<file path="src/design/awlr_pkg.sv">
// package: register map, field layout and reset values for the watchdog init / lock slice
package awlr_pkg;
    // byte addresses of the four registers
    localparam logic [11:0] ADDR_WDOG_INIT = 12'h068; // watchdog_init_value
    localparam logic [11:0] ADDR_WRITE_LOCK = 12'h06c; // register_write_lock
    localparam logic [11:0] ADDR_CHECK = 12'h070; // integrity_check_value
    localparam logic [11:0] ADDR_WDOG_STAT = 12'h074; // watchdog counter and status
    // watchdog init fields
    localparam int RA2_MASK_BIT = 26;
    localparam int START_W = 26;
    // lock register fields
    localparam int LOCK_LOCK_BIT = 27; // lock_of_lock_register
    localparam int LOCK_WDOG_BIT = 26;
    localparam logic [31:0] WDOG_INIT_MASK = 32'h07ff_ffff; // writable bits
    localparam logic [31:0] LOCK_MASK = 32'h0fff_ffe0; // writable lock bits
    localparam logic [31:0] LOCK_RESET = 32'h0000_0000;
    localparam logic [31:0] ZERO_WORD = 32'h0000_0000;
    localparam logic [5:0] ONES_W = 6'h20; // word width as a 6-bit count
    // apb request as carried into the decode
    typedef struct packed {
        logic wr;
        logic rd;
        logic [11:0] addr;
        logic [31:0] wdata;
    } awlr_req_t;
endpackage

</file>
<file path="src/design/awlr_regs.sv">
// watchdog init / write-lock register slice with shadow staging and integrity check commit
//
// Our own choices: the APB slave port and the placing of the registers.
`timescale 1ns/100ps
//
// Notes on behaviour
// - mask bit lets action two fire watchdog
// - init register resets from reset parameter
// - zero start value: no count, no expiry
// - locked registers never commit their shadow
// - lock writes staged; reads show functional
// - lock bits reset zero, write-one sets
// - bad check value raises alarm, discards
module awlr_regs #(
    parameter logic [31:0] WATCHDOG_INIT_RESET_PARAM = 32'h0000_0000
) (
    input wire logic pclk,
    input wire logic presetn,
    input wire logic psel,
    input wire logic penable,
    input wire logic pwrite,
    input wire logic [11:0] paddr,
    input wire logic [31:0] pwdata,
    output logic [31:0] prdata,
    output logic pready,
    output logic pslverr,
    input wire logic response_action_two,
    output logic watchdog_expired,
    output logic check_alarm
);
    ////////////////////////////////////////////////////////////////////////
    // bus decode
    awlr_pkg::awlr_req_t req; // access phase request
    logic [31:0] wdog_func; // functional watchdog init
    logic [31:0] wdog_shadow; // staged watchdog init
    logic [31:0] lock_func; // functional lock word
    logic [31:0] lock_shadow; // staged lock word
    logic [25:0] wdog_count; // running countdown
    logic wdog_running; // countdown active
    logic ra2_prev; // edge detect of action two
    logic check_ok; // written check value matches
    logic [31:0] next_lock_shadow;

    // zero count over the two staged words, as the check value expects
    function automatic logic [31:0] zero_count(input logic [31:0] a, input logic [31:0] b);
        logic [31:0] n;
        n = '0;
        for (int i = 0; i < 32; i++)
        begin
            n = n + {31'h0000_0000, ~a[i]} + {31'h0000_0000, ~b[i]};
        end
        return n;
    endfunction

    always_comb
    begin
        req.wr = psel && penable && pwrite;
        req.rd = psel && penable && !pwrite;
        req.addr = paddr;
        req.wdata = pwdata;
    end

    // zero wait states; unmapped addresses answer with an error
    assign pready = 1'b1;
    assign pslverr = psel && penable && !(paddr == awlr_pkg::ADDR_WDOG_INIT
        || paddr == awlr_pkg::ADDR_WRITE_LOCK || paddr == awlr_pkg::ADDR_CHECK
        || paddr == awlr_pkg::ADDR_WDOG_STAT);
    assign check_ok = zero_count(wdog_shadow, lock_shadow) == req.wdata;

    ////////////////////////////////////////////////////////////////////////
    // shadow copies
    // lock shadow: write-one-sets against the functional value, never clears a functional bit
    always_comb
    begin
        next_lock_shadow = (lock_func | req.wdata) & awlr_pkg::LOCK_MASK;
    end

    always_ff @(posedge pclk or negedge presetn)
    begin
        if (!presetn)
        begin
            wdog_shadow <= awlr_pkg::ZERO_WORD;
            lock_shadow <= awlr_pkg::LOCK_RESET;
        end
        else if (req.wr && req.addr == awlr_pkg::ADDR_WDOG_INIT)
        begin
            wdog_shadow <= req.wdata & awlr_pkg::WDOG_INIT_MASK;
        end
        else if (req.wr && req.addr == awlr_pkg::ADDR_WRITE_LOCK)
        begin
            lock_shadow <= next_lock_shadow;
        end
    end

    ////////////////////////////////////////////////////////////////////////
    // commit on check value write
    always_ff @(posedge pclk or negedge presetn)
    begin
        if (!presetn)
        begin
            wdog_func <= WATCHDOG_INIT_RESET_PARAM & awlr_pkg::WDOG_INIT_MASK;
            lock_func <= awlr_pkg::LOCK_RESET;
            check_alarm <= 1'b0;
        end
        else if (req.wr && req.addr == awlr_pkg::ADDR_CHECK)
        begin
            if (check_ok)
            begin
                if (!lock_func[awlr_pkg::LOCK_WDOG_BIT])
                    wdog_func <= wdog_shadow;
                if (!lock_func[awlr_pkg::LOCK_LOCK_BIT])
                    lock_func <= lock_shadow;
            end
            else
            begin
                check_alarm <= 1'b1;
            end
        end
    end

    ////////////////////////////////////////////////////////////////////////
    // watchdog countdown
    // a rising edge of action two loads the counter; expiry is sticky until reset
    always_ff @(posedge pclk or negedge presetn)
    begin
        if (!presetn)
        begin
            ra2_prev <= 1'b0;
            wdog_count <= '0;
            wdog_running <= 1'b0;
            watchdog_expired <= 1'b0;
        end
        else
        begin
            ra2_prev <= response_action_two;
            if (response_action_two && !ra2_prev && wdog_func[awlr_pkg::RA2_MASK_BIT]
                && !wdog_running)
            begin
                wdog_count <= wdog_func[awlr_pkg::START_W-1:0];
                wdog_running <= (wdog_func[awlr_pkg::START_W-1:0] != '0);
            end
            else if (wdog_running)
            begin
                if (wdog_count == 26'h000_0001)
                begin
                    wdog_running <= 1'b0;
                    watchdog_expired <= 1'b1;
                end
                wdog_count <= wdog_count - 26'h000_0001;
            end
        end
    end

    ////////////////////////////////////////////////////////////////////////
    // read data
    always_ff @(posedge pclk or negedge presetn)
    begin
        if (!presetn)
            prdata <= awlr_pkg::ZERO_WORD;
        else if (psel && !penable && !pwrite)
        begin
            case (paddr)
                awlr_pkg::ADDR_WDOG_INIT: prdata <= wdog_func;
                awlr_pkg::ADDR_WRITE_LOCK: prdata <= lock_func;
                awlr_pkg::ADDR_WDOG_STAT: prdata <= {4'h0, watchdog_expired, wdog_running,
                    wdog_count};
                default: prdata <= awlr_pkg::ZERO_WORD;
            endcase
        end
    end

    ////////////////////////////////////////////////////////////////////////
    // assertions
    property p_fire;
        @(posedge pclk) disable iff (!presetn)
        $rose(response_action_two) && wdog_func[awlr_pkg::RA2_MASK_BIT] && !wdog_running
            && wdog_func[25:0] != '0 |=> wdog_running && wdog_count == $past(wdog_func[25:0]);
    endproperty
    a_fire: assert property (p_fire) else $error("watchdog did not load");
    property p_nofire;
        @(posedge pclk) disable iff (!presetn)
        !wdog_running && !wdog_func[awlr_pkg::RA2_MASK_BIT] |=> !wdog_running;
    endproperty
    a_nofire: assert property (p_nofire) else $error("masked action fired");
    // a zero start value must neither start the countdown nor raise expiry
    property p_zero;
        @(posedge pclk) disable iff (!presetn)
        $rose(response_action_two) && wdog_func[awlr_pkg::RA2_MASK_BIT] && !wdog_running
            && wdog_func[awlr_pkg::START_W-1:0] == '0
            |=> !wdog_running && !$rose(watchdog_expired);
    endproperty
    a_zero: assert property (p_zero) else $error("expiry without count");
    property p_count;
        @(posedge pclk) disable iff (!presetn)
        wdog_running && wdog_count > 26'h1 |=> wdog_count == $past(wdog_count) - 26'h1;
    endproperty
    a_count: assert property (p_count) else $error("counter did not step");
    property p_locked;
        @(posedge pclk) disable iff (!presetn)
        lock_func[awlr_pkg::LOCK_WDOG_BIT] |=> $stable(wdog_func);
    endproperty
    a_locked: assert property (p_locked) else $error("locked register changed");
    property p_staged;
        @(posedge pclk) disable iff (!presetn)
        !(req.wr && req.addr == awlr_pkg::ADDR_CHECK) |=> $stable(lock_func);
    endproperty
    a_staged: assert property (p_staged) else $error("lock changed without check");
    property p_sticky;
        @(posedge pclk) disable iff (!presetn)
        lock_func[awlr_pkg::LOCK_LOCK_BIT] |=> $stable(lock_func);
    endproperty
    a_sticky: assert property (p_sticky) else $error("locked lock changed");
    property p_bad;
        @(posedge pclk) disable iff (!presetn)
        req.wr && req.addr == awlr_pkg::ADDR_CHECK && !check_ok
            |=> check_alarm && $stable(wdog_func) && $stable(lock_func);
    endproperty
    a_bad: assert property (p_bad) else $error("bad check not handled");
    property p_zeros;
        @(posedge pclk) disable iff (!presetn)
        1'b1 |-> (wdog_func & ~awlr_pkg::WDOG_INIT_MASK) == '0
            && (lock_func & ~awlr_pkg::LOCK_MASK) == '0;
    endproperty
    a_zeros: assert property (p_zeros) else $error("unused bits set");
    c_commit: cover property (@(posedge pclk) disable iff (!presetn)
        req.wr && req.addr == awlr_pkg::ADDR_CHECK && check_ok);
    c_alarm: cover property (@(posedge pclk) disable iff (!presetn) $rose(check_alarm));
    c_expire: cover property (@(posedge pclk) disable iff (!presetn) $rose(watchdog_expired));
endmodule

</file>
<file path="config.mk">
export PLATFORM = sky130hd
export DESIGN_NAME = awlr_regs
export DESIGN_NICKNAME = d
export VERILOG_FILES = /design/src/design/awlr_pkg.sv /design/src/design/awlr_regs.sv
export SDC_FILE = /design/constraint.sdc
export NUM_CORES = 1
export LEC_CHECK = 0
export BUFFER_PORTS_ARGS = -buffer_cell sky130_fd_sc_hd__buf_2
export CAP_MARGIN = 20
export CORE_MARGIN = 4
export CORE_UTILIZATION = 45
export DETAILED_ROUTE_END_ITERATION = 8
export GPL_ROUTABILITY_DRIVEN = 1
export GPL_TIMING_DRIVEN = 1
export PLACE_DENSITY = 0.66
export SLEW_MARGIN = 20
export SYNTH_ARGS = -nofsm -noshare
export SYNTH_HDL_FRONTEND = slang
export SYNTH_SLANG_ARGS = --single-unit
</file>
<file path="constraint.sdc">
create_clock -name pclk -period 6.7 [get_ports pclk]
set_clock_uncertainty 0.05 [all_clocks]
set_input_delay 0.67 -clock pclk [delete_from_list [all_inputs] [get_ports pclk]]
set_output_delay 0.67 -clock pclk [all_outputs]
set_load 0.01 [all_outputs]
</file>
==> impl_metrics.yaml, run 1 <==
status:
  status: "completed"
layout:
  multi_input_area_sq_um: 4440
  drive_gt1_frac: 0.253
  fin_nets: 1024
  areaGrowthSynthToFinish_pct: 15.7
  regArea_sq_um: 3950
  fin_util: 0.527
  antenna_cells: 0
  fill_cells: 1786
  instances_no_fill: 1195
global_routing:
  overflow: 0
  grt_pass1_wl_um: 35900
  antenna_found_initial: 0
  grt_usage: 0.211
  grt_pass1_vias: 6425
  grt_max_degree: 83
cts:
  cts_root_buffer: "clkbuf_16"
  cts.hold.buffers_added: 0
  cts_tree: "done"
  htreeDepth: 4
  cts.sinks: 158
  cts_inserted_buffers: 17
  insertion_delay_ns: 0.43
  cts_buffer_depth: 2
  path_clk_slew_ns: 0.06
sta:
  period_needed_ns: 6.67
  rsz0062_at_grt: "yes"
  setup_ws_ns: 0.0269
  slew_viol_final: 0
  fmax_mhz: 150
  tightest_slew_ns: 0.971
  hold_ws_ns: 0.220
  finalSetupViolCount: 0
  period_share: 0.996
  relSlewSlack: 0.347
  finalHoldViolCount: 0
pwr:
  power_w: 0.00200
  p_leak_nw: 4.79
  max-vdd-ir-drop_v: 0.000180
  power_density_nw_per_um2: 196
job:
  maxCapViolCount: 0
route:
  drc: 0
  final_antenna_net_count: 0
  drt_first_iter_violations: 599
  viasPerCell: 5.52
  via_count: 6592
  wl_per_cell_um: 19.0
  drtPass1Iterations: 5
  drt_wl_total_um: 22700
worst_setup_path:
  worstSetupEndpointType: "register"
  arrival_ns: 6.94
  path_delay_family: "adder cells"
  crit_fanout: 6
  crit_top_cell: "fa_1"
  max_stage_delay_ns: 0.55
  required_ns: 6.96
  r2r_start: "wdog_shadow[20]"
  cp_num_cells: 22
  crit_type: "reg -> reg"
  cp_num_buf_inv: 8
  ff2ff_path_depth: 22
  cp_slowest_cell: "fa_1"
  crit_path_start: "wdog_shadow[20]"
  critPathLaunchType: "register"
  path_cells: "inv_2, fa_1, inv_1, fa_1, fa_1, inv_1, fa_1, inv_1, fa_1, fa_1, inv_1, fa_1, ha_2, inv_2, fa_2, xnor2_2, nor4_4, nand4b_1, a2111oi_4, buf_4, clkbuf_16, mux2_4"
floorplan:
  core-area_sq_um: 19400
  dieArea_sq_um: 22000
  rows: 51
  die_y_um: 148
  ios: 86
  initial_core_util: 0.456
  die_w_um: 148
synth:
  yosys.area.top_type_share: 0.447
  netlist_top_cells_area: "dfrtp_1 45%, fa_1 9.5%, mux2_2 7.9%"
  async_flop_share: 1.00
  ys_warn_count: 0
  synth_cells: 834
  ys_seq_elements: 158
  synth_area_sq_um: 8840
  synth_ff_type: "dfrtp_1"
  synth_edf_count: 0
  ys_types: 61
  synth_seq_area_share: 0.447
  yosys.area.top_type: "dfrtp_1"
  syn_avg_cell_area_sq_um: 10.6
placement:
  hpwlAfterDp_um: 16300
  gp_congestion: 0.904
  dpl.cell_count: 1154
  place_ws_ns: 0.134
  port_buffers: 80
min_path:
  hold_class: "in -> async"
==> stage by stage <==
stage | TNS [ns] | area, sq um
after floorplan | 0 | 8860
after global placement | 0 | 9550
after detailed placement | 0 | 9550
after CTS | 0 | 10100
after global routing | -3.96 | 10200
final | 0 | 10200
==> Yosys cell counts, drive strengths merged, types with 14 or more instances <==
cell / n
mux2: 82
o21ai: 84
fa: 42
a21oi: 34
ha: 14
dfrtp: 158
nor4: 25
a22oi: 29
nor2: 47
inv: 87
nand2: 73
clkbuf: 28
==> report_power, final <==
part / switching, W / internal [W]
logic: 0.0000860 / 0.0000500
registers: 0.000000651 / 0.000955
clock network: 0.000378 / 0.000534
total: 0.000465 / 0.00154
==> flip-flops by register name (all words and copies together), names as in the netlist <==
register	cells
lock_shadow	23
wdog_count	26
wdog_running	1
ra2_prev	1
wdog_func	27
lock_func	23
wdog_shadow	27
check_alarm	1
watchdog_expired	1
prdata	28
==> timing repair <==
| item | 4_1_cts | 5_1_grt |
|---|---|---|
| buffers inserted | 0 | 7 |
| gates resized for setup | 0 | 13 |
| setup endpoints to repair | 0 | 49 |
==> routing by layer <==
layer  vias to the layer above  share of wire  global-route usage
met1                      3265           0.46               0.312
li1                       3078              -                   -
met3                        40          0.056              0.0433
met4                         0          0.028              0.0711
met2                       209           0.46               0.311
met5                         -              0                   0
==> path summary, 6_finish.rpt <==
path                            slack (ns)         endpoint
worst max-delay path                  0.03    wdog_func[12]
worst min-delay path                  0.22        prdata[1]
worst max register to register        0.03    wdog_func[12]
worst min register to register        0.40      check_alarm
max in group asynchronous             5.17  lock_shadow[17]
min in group pclk                     0.34         ra2_prev
==> cells by family (layout without fill, tap and decap cells) <==
family	Yosys count	after routing	synth area share
and+or+nand+nor	212	212	0.123
AOI/OAI and AO/OA	189	189	0.134
other	2	5	0.000849
muxes	82	82	0.113
buffers and inverters	126	219	0.0584
adders and majority gates	56	56	0.115
DFF	158	158	0.447
xor gates and xnor gates	9	9	0.00891
==> cell type report <==
class                      instances  area share
clock buffer                      23      0.0467
tap                              265      0.0324
multi-input combinational        553       0.434
inverter                          87      0.0319
clock inverter                     8     0.00636
timing repair buffer             101      0.0626
sequential                       158       0.386
==> cells in the final DEF (no fill, tap or decap), types with 29 or more instances in the layout <==
master and instances:
o21ai_0 84, dfrtp_1 158, a22oi_1 29, fa_1 41, nor2_1 47, nand2_1 73, buf_2 79, mux2_2 62
a21oi_1 34, inv_1 82
No activity file was read; power rests on OpenSTA's default activity.
==> run 2: changes to the inputs <==
==> constraint.sdc (replaced) <==
create_clock -name pclk -period 6.7 [get_ports pclk]
set_clock_uncertainty 0.05 [all_clocks]
set_input_delay 0.335 -clock pclk [delete_from_list [all_inputs] [get_ports pclk]]
set_output_delay 0.335 -clock pclk [all_outputs]
set_load 0.01 [all_outputs]
==> run 2 against run 1 <==
Sequential power about the same. First-iteration DRC count rose by 0.17%. Sequential cell count stayed put. Global-route usage about the same. Non-clock buffer count up 2. Critical path depth unchanged. Cell count is 0.17% higher. Routed wire length up 0.28%. Fmax grew 0.17%. Utilization is 0.10 points higher. Largest power group unchanged. Total power hardly changed.
==> impl_metrics.yaml, run 2 (synthesis results as in run 1) <==
floorplan:
  ios: 86
  dieArea_sq_um: 22000
  rows: 51
  die_y_um: 148
  die_w_um: 148
  core-area_sq_um: 19400
  initial_core_util: 0.456
layout:
  fill_cells: 1784
  drive_gt1_frac: 0.252
  areaGrowthSynthToFinish_pct: 15.9
  largest_reg_flops: 28
  antenna_cells: 0
  fin_nets: 1026
  reg_top3: "prdata x28, wdog_func x27, wdog_shadow x27"
  layout_common_cells: "158 x dfrtp_1, 84 x o21ai_0, 82 x inv_1"
  layout.cells.most_common: "dfrtp_1"
  top_register: "prdata"
cts:
  path_clk_slew_ns: 0.06
  cts_inserted_buffers: 17
  htreeDepth: 4
  cts_root_buffer: "clkbuf_16"
  cts.sinks: 158
  insertion_delay_ns: 0.43
  cts_buffer_depth: 2
  cts_tree: "done"
worst_setup_path:
  max_stage_delay_ns: 0.55
  critPathLaunchType: "register"
  crit_type: "reg -> reg"
  r2r_start: "wdog_shadow[20]"
  path_cells: "inv_2, fa_1, inv_1, fa_1, fa_1, inv_1, fa_1, inv_1, fa_1, fa_1, inv_1, fa_1, ha_2, inv_2, fa_2, xnor2_2, nor4_4, nand4b_1, a2111oi_4, buf_4, clkbuf_16, mux2_4"
  required_ns: 6.97
  cp_slowest_cell: "fa_1"
  crit_path_start: "wdog_shadow[20]"
  crit_fanout: 6
  arrival_ns: 6.93
  crit_top_cell: "fa_1"
  worstSetupEndpointType: "register"
route:
  drtPass1Iterations: 5
  drt_first_iter_violations: 600
  via_count: 6629
  drt_wl_total_um: 22800
  wl_per_cell_um: 19.0
  drc: 0
  final_antenna_net_count: 0
  viasPerCell: 5.54
global_routing:
  antenna_found_initial: 0
  grt_usage: 0.211
  grt_max_degree: 83
  grt_pass1_vias: 6449
  grt_pass1_wl_um: 36000
  overflow: 0
pwr:
  power_density_nw_per_um2: 195
  p_leak_nw: 4.80
  power_w: 0.00200
  max-vdd-ir-drop_v: 0.000180
min_path:
  hp-start: "pwdata[19]"
  hold_class: "in -> reg"
sta:
  relSlewSlack: 0.340
  finalHoldViolCount: 0
  setup_ws_ns: 0.0385
  tightest_slew_ns: 0.982
  period_needed_ns: 6.66
  finalSetupViolCount: 0
  period_share: 0.994
  rsz0062_at_grt: "yes"
  slew_viol_final: 0
  fmax_mhz: 150
placement:
  port_buffers: 80
  place_ws_ns: 0.134
  gp_congestion: 0.904
  hpwlAfterDp_um: 16300
status:
  status: "completed"
job:
  maxCapViolCount: 0
run 2: cell count changes in the layout (fill, tap and decap cells not counted), sizes merged:
cell,change
dlygate4sd3,+2
run 2: report_power, final:
group | total [W] | leakage, nW | switching [W] | internal (W)
sequential | 0.000956 | 1.99 | 0.000000652 | 0.000955
combinational | 0.000137 | 2.53 | 0.0000860 | 0.0000507
clock | 0.000910 | 0.276 | 0.000376 | 0.000533
run 2: worst paths after layout:
kind	depth (start not counted)	to	slack, ns
max in group asynchronous	3	lock_shadow[17]	4.93
setup reg to reg	22	wdog_func[12]	0.04
min in group asynchronous	2	prdata[1]	0.46
hold / removal	3	wdog_shadow[19]	0.1
hold reg to reg	1	check_alarm	0.40
setup / recovery	22	wdog_func[12]	0.04
run 2: area by class of cell:
type,instances,area (sq um),area share
multi-input combinational,553,4440,0.433
timing repair buffer,103,661,0.0644
clock inverter,8,65.1,0.00635
inverter,87,327,0.0319
clock buffer,23,478,0.0466
sequential,158,3950,0.386
tap,265,332,0.0323
run 2: timing repair:
item                       in CTS  in global routing
buffers inserted                0                  7
setup endpoints to repair       0                 49
hold buffers                    2                  0
resized for setup               0                 13
hold endpoints to repair       77                  0
run 2: metal layers:
layer / GRT usage / vias to the layer above / share of wire
met4: 0.0711 / 0 / 0.027
met2: 0.312 / 217 / 0.46
met3: 0.0433 / 37 / 0.055
met1: 0.312 / 3286 / 0.46
li1: - / 3089 / -
met5: 0 / - / 0
run 2: stage by stage:
stage / cells / utilization / cell area, sq um / TNS (ns) / hold slack [ns]
CTS: 1187 / 0.521 / 10100 / 0 / 0.0881
detailed placement: 1154 / 0.492 / 9550 / 0 / 0.371
global route: 1197 / 0.529 / 10300 / -3.96 / 0.0983
global placement: 1154 / 0.492 / 9550 / 0 / 0.366
floorplan: 837 / - / 8860 / 0 / -0.0106
finish: 1197 / 0.529 / 10300 / 0 / 0.0968
run 2: critical path: cells and delay by family, from the launching register on:
family                   cells  cell delay (ns)
adder cells (fa/ha/maj)      9             4.27
buffers and inverters        8             0.72
AND/OR/NAND/NOR              2             0.42
flip-flops                   1             0.36
AO/OA/AOI/OAI                1             0.34
multiplexers                 1             0.29
XOR/XNOR                     1             0.09
